===== src/hdl/lsil_pkg.sv =====
// Shared types, register map and timing constants for the front-panel lamp logic.
package lsil_pkg;

  // Clock rate and the printed times, each followed by its cycle count.
  localparam int unsigned CLK_HZ        = 25_000_000;
  localparam int unsigned CYC_PER_MS    = CLK_HZ / 1000;
  localparam int unsigned PG_TIMEOUT_S  = 45;
  localparam int unsigned PG_TIMEOUT_CYC = PG_TIMEOUT_S * CLK_HZ;
  localparam int unsigned RATE_BLINK_MS = 200;
  localparam int unsigned RATE_BLINK_CYC = RATE_BLINK_MS * CYC_PER_MS;
  localparam int unsigned MGMT_FLASH_MS = 400;
  localparam int unsigned MGMT_FLASH_CYC = MGMT_FLASH_MS * CYC_PER_MS;
  localparam int unsigned ERR_PULSE_MS  = 50;
  localparam int unsigned ERR_PULSE_CYC = ERR_PULSE_MS * CYC_PER_MS;

  // Register bus geometry and byte offsets.
  localparam int unsigned ADDR_W        = 4;
  localparam int unsigned DATA_W        = 32;
  localparam logic [3:0]  REG_CTRL      = 4'h0;
  localparam logic [3:0]  REG_IRQ_STAT  = 4'h4;
  localparam logic [3:0]  REG_IRQ_MASK  = 4'h8;
  localparam logic [3:0]  REG_LAMPS     = 4'hC;

  // Event bit positions shared by the status and mask registers.
  localparam int unsigned EV_W          = 5;
  localparam int unsigned EV_CRC        = 0;
  localparam int unsigned EV_BIT_ERR    = 1;
  localparam int unsigned EV_PG_TIMEOUT = 2;
  localparam int unsigned EV_MGMT_PKT   = 3;
  localparam int unsigned EV_RATE_ERR   = 4;

  // Control register fields and reset values.
  localparam int unsigned CTRL_PULSE_EN = 0;
  localparam int unsigned CTRL_LAMP_OFF = 1;
  localparam logic [1:0]  CTRL_RESET    = 2'h1;
  localparam logic [4:0]  MASK_RESET    = 5'h00;

  typedef logic [31:0] lsil_cnt_t;

  // Lamp colour codes.
  typedef enum logic [1:0] {
    LAMP_OFF    = 2'h0,
    LAMP_GREEN  = 2'h1,
    LAMP_YELLOW = 2'h2,
    LAMP_RED    = 2'h3
  } lsil_lamp_e;

  // The six front-panel lamps travel together.
  typedef struct packed {
    lsil_lamp_e span_link_lamp;
    lsil_lamp_e transmit_line_lamp;
    lsil_lamp_e receive_line_lamp;
    lsil_lamp_e no_signal_lamp;
    lsil_lamp_e fault_lamp;
    lsil_lamp_e test_lamp;
  } lsil_lamps_s;

  // Pattern generator states, one-hot.
  typedef enum logic [2:0] {
    PG_IDLE      = 3'h1,
    PG_RUN       = 3'h2,
    PG_TIMED_OUT = 3'h4
  } lsil_pg_e;

endpackage


===== src/hdl/lsil_top.sv =====
// Front-panel lamp logic with pattern-test timer, strap capture and register port.
`timescale 1ns/10ps
// What this block does
// - Span link lamp is solid green while the framer link is up, else off.
// - Transmit and receive lamps show yellow for a one, green for a zero.
// - No-signal lamp is red while not connected to the remote unit.
// - Fault lamp blinks continuously after a pattern test has timed out.
// - Fault lamp pulses once per CRC error outside pattern tests, or per bit error during them.
// - During power-up an unsupported rate blinks the fault lamp every 200 ms.
// - Test lamp is yellow while a local or remote test mode is active, except while a management flash inverts it.
// - Each valid management packet flashes the test lamp for 400 ms.
// - Serial port is DCE by default; the strap selects the DTE role.
// - A running pattern generator stops itself after 45 seconds.
// - Timeout blinking lasts until the pattern selection returns to normal.
module lsil_top
  import lsil_pkg::*;
#(
  parameter lsil_cnt_t PG_CYC    = lsil_cnt_t'(PG_TIMEOUT_CYC),
  parameter lsil_cnt_t BLINK_CYC = lsil_cnt_t'(RATE_BLINK_CYC),
  parameter lsil_cnt_t FLASH_CYC = lsil_cnt_t'(MGMT_FLASH_CYC),
  parameter lsil_cnt_t PULSE_CYC = lsil_cnt_t'(ERR_PULSE_CYC)
) (
  input  wire logic              sys_clk_i,
  input  wire logic              rst_b_i,
  input  wire logic              span_link_up_i,
  input  wire logic              tx_data_i,
  input  wire logic              rx_data_i,
  input  wire logic              connected_i,
  input  wire logic              local_test_i,
  input  wire logic              remote_test_i,
  input  wire logic              pattern_sel_i,
  input  wire logic              crc_err_i,
  input  wire logic              bit_err_i,
  input  wire logic              rate_unsupported_i,
  input  wire logic              mgmt_pkt_i,
  input  wire logic              dte_strap_i,
  input  wire logic [ADDR_W-1:0] reg_addr_i,
  input  wire logic [DATA_W-1:0] reg_wdata_i,
  input  wire logic              reg_wr_i,
  input  wire logic              reg_rd_i,
  output logic      [DATA_W-1:0] reg_rdata_o,
  output lsil_lamps_s            lamps_o,
  output logic                   pattern_gen_on_o,
  output logic                   dte_role_o,
  output logic                   irq_o
);

  // Whole state of the block in one record.
  typedef struct packed {
    lsil_pg_e    pg;
    lsil_cnt_t   pg_timer;
    lsil_cnt_t   blink_cnt;
    lsil_cnt_t   pulse_cnt;
    lsil_cnt_t   flash_cnt;
    logic        powerup;
    logic        strap_taken;
    logic        dte_role;
    logic        pattern_on;
    logic [1:0]  ctrl;
    logic [4:0]  status;
    logic [4:0]  mask;
    logic        irq;
    logic [31:0] rd_data;
    lsil_lamps_s lamps;
  } lsil_state_s;

  localparam lsil_state_s ST_RESET = '{
    pg:          PG_IDLE,
    pg_timer:    32'h0,
    blink_cnt:   32'h0,
    pulse_cnt:   32'h0,
    flash_cnt:   32'h0,
    powerup:     1'b1,
    strap_taken: 1'b0,
    dte_role:    1'b0,
    pattern_on:  1'b0,
    ctrl:        CTRL_RESET,
    status:      5'h00,
    mask:        MASK_RESET,
    irq:         1'b0,
    rd_data:     32'h0,
    lamps:       '{LAMP_OFF, LAMP_OFF, LAMP_OFF, LAMP_OFF, LAMP_OFF, LAMP_OFF}
  };

  lsil_state_s st;
  lsil_state_s next_st;
  logic [4:0]  ev;
  logic [4:0]  w1c;
  logic        blink_on;
  logic        timeout_blink;
  logic        rate_blink;
  logic        cont_blink;
  logic        pulse_ev;
  logic        test_on;

  // Counts a timer down to zero and holds it there.
  function automatic lsil_cnt_t dec_sat(input lsil_cnt_t c);
    dec_sat = (c == 32'h0) ? 32'h0 : c - 32'h1;
  endfunction

  // Colour for a data line: an idle one shows yellow, a zero green.
  function automatic lsil_lamp_e line_colour(input logic bit_val);
    line_colour = bit_val ? LAMP_YELLOW : LAMP_GREEN;
  endfunction

  // Next-state logic for every part of the block.
  always_comb begin
    next_st       = st;
    ev            = 5'h00;
    w1c           = 5'h00;
    next_st.rd_data = 32'h0;

    // The strap is caught once, on the first edge after reset release.
    if (!st.strap_taken) begin
      next_st.strap_taken = 1'b1;
      next_st.dte_role    = dte_strap_i;
    end

    // Power-up ends when the span link first comes up.
    if (span_link_up_i) begin
      next_st.powerup = 1'b0;
    end

    // Free-running blink timebase; lamp lit in the first half of each period.
    next_st.blink_cnt = (st.blink_cnt >= BLINK_CYC - 32'h1) ? 32'h0 : st.blink_cnt + 32'h1;
    blink_on          = st.blink_cnt < (BLINK_CYC >> 1);

    // Pattern generator: runs while selected, stops itself at the timeout.
    case (st.pg)
      PG_IDLE: begin
        if (pattern_sel_i) begin
          next_st.pg       = PG_RUN;
          next_st.pg_timer = 32'h0;
        end
      end
      PG_RUN: begin
        if (!pattern_sel_i) begin
          next_st.pg = PG_IDLE;
        end else if (st.pg_timer >= PG_CYC - 32'h1) begin
          next_st.pg        = PG_TIMED_OUT;
          ev[EV_PG_TIMEOUT] = 1'b1;
        end else begin
          next_st.pg_timer = st.pg_timer + 32'h1;
        end
      end
      PG_TIMED_OUT: begin
        if (!pattern_sel_i) begin
          next_st.pg = PG_IDLE;
        end
      end
      default: begin
        next_st.pg = PG_IDLE;
      end
    endcase
    next_st.pattern_on = (next_st.pg == PG_RUN);

    // Continuous patterns take priority over single pulses.
    timeout_blink = (st.pg == PG_TIMED_OUT);
    rate_blink    = st.powerup && rate_unsupported_i;
    cont_blink    = timeout_blink || rate_blink;

    // CRC errors count in normal operation, bit errors only during a test.
    ev[EV_CRC]      = crc_err_i && !st.pattern_on;
    ev[EV_BIT_ERR]  = bit_err_i && st.pattern_on;
    ev[EV_MGMT_PKT] = mgmt_pkt_i;
    ev[EV_RATE_ERR] = rate_blink;
    pulse_ev        = ev[EV_CRC] || ev[EV_BIT_ERR];

    // A new error restarts the pulse; masked while a continuous blink runs.
    if (cont_blink) begin
      next_st.pulse_cnt = 32'h0;
    end else if (pulse_ev && st.ctrl[CTRL_PULSE_EN]) begin
      next_st.pulse_cnt = PULSE_CYC;
    end else begin
      next_st.pulse_cnt = dec_sat(st.pulse_cnt);
    end

    // Each valid management packet restarts the test lamp flash.
    if (mgmt_pkt_i) begin
      next_st.flash_cnt = FLASH_CYC;
    end else begin
      next_st.flash_cnt = dec_sat(st.flash_cnt);
    end

    // Lamp colours, registered so the panel never sees a glitch.
    test_on = local_test_i || remote_test_i;
    next_st.lamps.span_link_lamp     = span_link_up_i ? LAMP_GREEN : LAMP_OFF;
    next_st.lamps.transmit_line_lamp = line_colour(tx_data_i);
    next_st.lamps.receive_line_lamp  = line_colour(rx_data_i);
    next_st.lamps.no_signal_lamp     = connected_i ? LAMP_OFF : LAMP_RED;
    if (cont_blink) begin
      next_st.lamps.fault_lamp = blink_on ? LAMP_RED : LAMP_OFF;
    end else begin
      next_st.lamps.fault_lamp = (st.pulse_cnt != 32'h0) ? LAMP_RED : LAMP_OFF;
    end
    // The flash inverts the test lamp so it shows whether or not a test runs.
    next_st.lamps.test_lamp = (test_on ^ (st.flash_cnt != 32'h0)) ? LAMP_YELLOW : LAMP_OFF;
    if (st.ctrl[CTRL_LAMP_OFF]) begin
      next_st.lamps = '{LAMP_OFF, LAMP_OFF, LAMP_OFF, LAMP_OFF, LAMP_OFF, LAMP_OFF};
    end

    // Register writes; unmapped addresses are ignored.
    if (reg_wr_i) begin
      if (reg_addr_i == REG_CTRL) begin
        next_st.ctrl = reg_wdata_i[1:0];
      end else if (reg_addr_i == REG_IRQ_STAT) begin
        w1c = reg_wdata_i[EV_W-1:0];
      end else if (reg_addr_i == REG_IRQ_MASK) begin
        next_st.mask = reg_wdata_i[EV_W-1:0];
      end
    end

    // Register reads answer one cycle later; unmapped addresses read zero.
    if (reg_rd_i) begin
      if (reg_addr_i == REG_CTRL) begin
        next_st.rd_data = {30'h0, st.ctrl};
      end else if (reg_addr_i == REG_IRQ_STAT) begin
        next_st.rd_data = {27'h0, st.status};
      end else if (reg_addr_i == REG_IRQ_MASK) begin
        next_st.rd_data = {27'h0, st.mask};
      end else if (reg_addr_i == REG_LAMPS) begin
        next_st.rd_data = {12'h0, st.powerup, st.dte_role, st.pg, st.pattern_on,
                           2'h0, st.lamps};
      end
    end

    // An event in the clearing cycle survives: set wins over clear.
    next_st.status = (st.status & ~w1c) | ev;
    next_st.irq    = |(next_st.status & next_st.mask);
  end

  // State register.
  always_ff @(posedge sys_clk_i or negedge rst_b_i) begin
    if (!rst_b_i) begin
      st <= ST_RESET;
    end else begin
      st <= next_st;
    end
  end

  // Outputs come straight from the state record.
  assign reg_rdata_o      = st.rd_data;
  assign lamps_o          = st.lamps;
  assign pattern_gen_on_o = st.pattern_on;
  assign dte_role_o       = st.dte_role;
  assign irq_o            = st.irq;
endmodule // lsil_top


===== config.mk =====
export PLATFORM = sky130hd
export DESIGN_NAME = lsil_top
export DESIGN_NICKNAME = d
export VERILOG_FILES = /design/src/hdl/lsil_pkg.sv /design/src/hdl/lsil_top.sv
export SDC_FILE = /design/constraint.sdc
export NUM_CORES = 1
export LEC_CHECK = 0
export BUFFER_PORTS_ARGS = -buffer_cell sky130_fd_sc_hd__buf_2
export CORE_MARGIN = 2
export CORE_UTILIZATION = 60
export DETAILED_ROUTE_END_ITERATION = 8
export GPL_ROUTABILITY_DRIVEN = 0
export PLACE_DENSITY = 0.82
export SYNTH_ARGS = -nofsm -noshare
export SYNTH_HDL_FRONTEND = slang
export SYNTH_SLANG_ARGS = --single-unit

===== constraint.sdc =====
create_clock -name sys_clk_i -period 5.8 [get_ports sys_clk_i]
set_input_delay 1.16 -clock sys_clk_i [delete_from_list [all_inputs] [get_ports sys_clk_i]]
set_output_delay 1.16 -clock sys_clk_i [all_outputs]
set_load 0.01 [all_outputs]

**Word-level counts from Yosys, hierarchy flattened**

Cells that the tools add are included.

- Add/subtract/negate cells: 4
- Order comparisons: 3
- Equality and inequality tests: 10
- Multiplexer cells: 38
- Bitwise logic cells: 5
- Reduce and logical (&&, ||, !) cells: 17

Operators by type and width:

| cell | count |
|---|---|
| two-way mux 32 bit | 8 |
| two-way mux 20 bit | 5 |
| adder 32 x 1 -> 32 bit (second input constant) | 2 |
| logical NOT 32 bit | 2 |
| case mux 32 bit (2 select lines) | 1 |
| nonzero test 32 bit | 2 |
| subtractor 32 x 1 -> 32 bit (second input constant) | 2 |
| two-way mux 35 bit | 1 |
| two-way mux 5 bit | 7 |
| >= comparator 32 x 23 -> 1 bit (second input constant) | 1 |
| >= comparator 32 x 31 -> 1 bit (second input constant) | 1 |
| less-than comparator 32 x 22 -> 1 bit (second input constant) | 1 |
| two-way mux 2 bit | 7 |
| two-way mux 11 bit | 1 |
| AND 5 bit | 2 |
| two-way mux 3 bit | 3 |
| case mux 3 bit (3 select lines) | 1 |
| equality test 4 bit (second input constant) | 2 |
| equality test 3 x 2 -> 1 bit (second input constant) | 2 |
| inequality test 2 bit (second input constant) | 3 |
| NOT 5 bit | 1 |
| OR 5 bit | 1 |
| OR reduction 5 bit | 1 |
| equality test 4 x 3 -> 1 bit (second input constant) | 1 |
| other kinds (11) | 19 |

- Register bits after elaboration: 192
- Input bits: 52
- Output and inout bits: 47
- Logic and storage cells: 97

**Longest topological paths before layout**

- Word-level depth: 9
- Gate-level depth with buffers: 9
- Gate-level depth less buffers: 8

**Least setup slack after synthesis**

OpenSTA, ideal clock, no wires.

- Path kind: in2reg
- From: input reg_addr_i[2]
- To: register st (netlist bit irq_o)
- Setup time: 132 ps
- Arrival: 2442 ps
- Required time: 5668 ps
- Setup slack: 3225 ps
- Stages on the path: 7
- Buffers on the path: 1
- Cells stage by stage: clkbuf_1 nor2b_1 and3_1 nand2_1 a22o_1 a22oi_1 nand4_1

RTL lines:

| element | RTL line | text |
|---|---|---|
| start: declaration | lsil_top.sv:37 | `input wire logic [ADDR_W-1:0] reg_addr_i,` |
| end signal: assignment | lsil_top.sv:237 | `st <= next_st;` |
| end: declaration | lsil_top.sv:85 | `lsil_state_s st;` |

==> flow_metrics.env <==
export IMPL_cts_buffers=17
export IMPL_yosys_top_cells_count="dfrtp_1, nor2_1, nand2_1"
export IMPL_clkSinkCount=173
export IMPL_async_flop_share_pct=100
export IMPL_min_path_type="register to register"
export IMPL_synth_cell_type_count=71
export IMPL_die_h_um=123
export IMPL_grt_usage_pct=23.0
export IMPL_core_area_um2=13800
export IMPL_synth_edf_count=0
export IMPL_overflow=0
export IMPL_synth_most_common_cell="dfrtp_1"
export IMPL_grt_pass1_wl_um=27300
export IMPL_report_final_slew_viol_count=0
export IMPL_period_share_pct=49.1
export IMPL_synth_mux_area_fraction_pct=1.81
export IMPL_crit_path_end_kind="register"
export IMPL_drive_gt1_share_pct=13.7
export IMPL_crit_path_max_fanout=24
export IMPL_io_pins=99
export IMPL_synth_compound_area_share_pct=8.88
export IMPL_clkLatencyLatePin_ns=0.43
export IMPL_viasPerCell=5.67
export IMPL_postCtsSetupBuffers=0
export IMPL_postSynthCellCount=846
export IMPL_worst_setup_path_type="register to register"
export IMPL_synth_area_leaders="dfrtp_1, nor2_1, xnor2_1, buf_4, xor2_1"
export IMPL_ys_flop_type="dfrtp_1"
export IMPL_max_cap_viol_count=0
export IMPL_antenna_found_initial=1
export IMPL_finalSetupViolations=0
export IMPL_cp_start_kind="register"
export IMPL_fin_cells=1071
export IMPL_fin_setup_tns_ns=0
export IMPL_numPortBuffers=54
export IMPL_area_delta_synth_final_pct=9.05
export IMPL_die_x_um=123
export IMPL_synthXorXnorAreaFrac_pct=8.57
export IMPL_yosys_area_share_simple_pct=22.7
export IMPL_synth_top_family_by_area="simple AND/OR/NAND/NOR gates"
export IMPL_synth_top_area_share_pct=50.1
export IMPL_vdd_ir_drop_max_mv=0.285
export IMPL_wl_per_cell_um=15.7
export IMPL_yosysSeqAreaShare_pct=51.1
export IMPL_fmax_ghz=0.351
export IMPL_grt_max_degree=69
export IMPL_cts_root_buf="clkbuf_16"
export IMPL_ctsLongestPathBuffers=2
export IMPL_die_area_um2=15100
export IMPL_crit_arrival_ns=3.13
export IMPL_hold_violations=0
export IMPL_rsz0062_at_grt="no"
export IMPL_synth_seq_cells=173
export IMPL_num_vias=6077
export IMPL_initial_core_util_pct=61.4
export IMPL_clk_pin_slew_ns=0.07
export IMPL_numPlacedInstances=1039
export IMPL_wl_um=16800
export IMPL_hold_ws_ns=0.458
export IMPL_power_per_cell_area_nw_per_um2=312
export IMPL_critical_path_required_ns=6.08
export IMPL_cts_tree="done"
export IMPL_post_cts_resized=0
export IMPL_synth_top_area_cell="dfrtp_1"
export IMPL_nets=936
export IMPL_slew_headroom_pct=42.9
export IMPL_postRouteAntennaNets=0
export IMPL_min_period_ns=2.85
export IMPL_tightest_slew_ns=0.856
export IMPL_synth_avg_cell_area_um2=10.0
export IMPL_cts_max_level=4
export IMPL_postCtsHoldBufs=0
export IMPL_hpwl_um=11100
export IMPL_fin_worst_skew_ns=0.00645
export IMPL_drtPass1Iterations=5
export IMPL_drc=0
export IMPL_fp_row_count=43
export IMPL_synthAdderAreaFrac_pct=0.885
export IMPL_syn_area_um2=8480
export IMPL_grt_pass1_vias=5751
export IMPL_cellLeakagePower_nw=4.04
export IMPL_drt_first_iter_violations=518
export IMPL_outcome="completed"
export IMPL_ys_warn_count=0
export IMPL_diodes=0
## critical path, stage by stage (launching register included)
cell,delay [ns]
dfrtp_1,0.42
or3_1,0.42
or4_1,0.55
nor3_4,0.43
or2_1,0.73
nor2_1,0.13
## where the power goes
group	internal (mW)	switching, mW	leakage, nW
Sequential	1.30	0.0878	2.24
Combinational	0.141	0.221	1.51
Clock	0.615	0.529	0.286
## path summary, 6_finish.rpt
path                       startpoint       to  slack, ns  depth (start not counted)
max in group asynchronous     rst_b_i  st[135]       3.95                          2
hold reg to reg                st[61]   st[61]       0.46                          1
setup / recovery               st[79]   st[79]       2.95                          5
setup reg to reg               st[79]   st[79]       2.95                          5
hold / removal                 st[61]   st[61]       0.46                          1
min in group asynchronous     rst_b_i  st[181]       0.70                          1
## state kept, by name, summed over array words and instances (netlist names)
| register | cells |
|---|---|
| lamps_o | 8 |
| st | 145 |
| irq_o | 1 |
| dte_role_o | 1 |
| pattern_gen_on_o | 1 |
| reg_rdata_o | 17 |
## placed cells by master (no fill, tap or decap), types with 6 or more instances in the layout
master,n
inv_1,13
inv_6,6
nand4_1,12
or4_1,12
a21oi_1,27
mux2_2,9
nand3_1,35
nand2_1,53
o21ai_0,32
buf_2,53
ha_1,6
conb_1,27
and3_1,15
nor4_1,18
clkbuf_16,17
o31ai_1,6
nor3_1,25
dfrtp_1,170
and2_1,15
xor2_1,37
nor2_1,125
xnor2_1,46
or3_1,22
nor2b_1,11
## through the flow
| stage | power [mW] | cell area (um2) | utilization, % | setup slack [ns] |
|---|---|---|---|---|
| floorplan | 1.67 | 8580 | - | 3.23 |
| global placement | 1.75 | 8660 | 62.6 | 2.88 |
| detailed placement | 1.77 | 8660 | 62.6 | 2.82 |
| CTS | 2.91 | 9250 | 66.9 | 2.96 |
| global route | 3.02 | 9250 | 66.9 | 2.71 |
| finish | 2.89 | 9250 | 66.9 | 2.95 |
## logic make-up (layout without fill, tap and decap cells)
kind of cell,count (synthesis),after routing
buf+inv,82,102
simple gates,375,375
other cells,2,27
compound gates,112,112
xor+xnor,83,83
fa+ha+maj,6,6
flops,173,173
mux,13,13
## cell type report
type	instances	area, um2
fillers	1050	4570
clock inverters	15	168
flip-flops and latches	173	4330
inverters	13	48.8
multi-input cells	616	3750
well taps	180	225
repair buffers	57	299
clock buffers	17	425
## layer usage
layer  vias up  part of all wire (%)  track usage (%)
met4         2                   1.6             7.69
li1       2953                     -                -
met3        26                   4.2             5.30
met1      2968                    45             31.2
met5         -                 0.042                0
met2       128                    49             36.9
(Power assumes the default switching activity.)
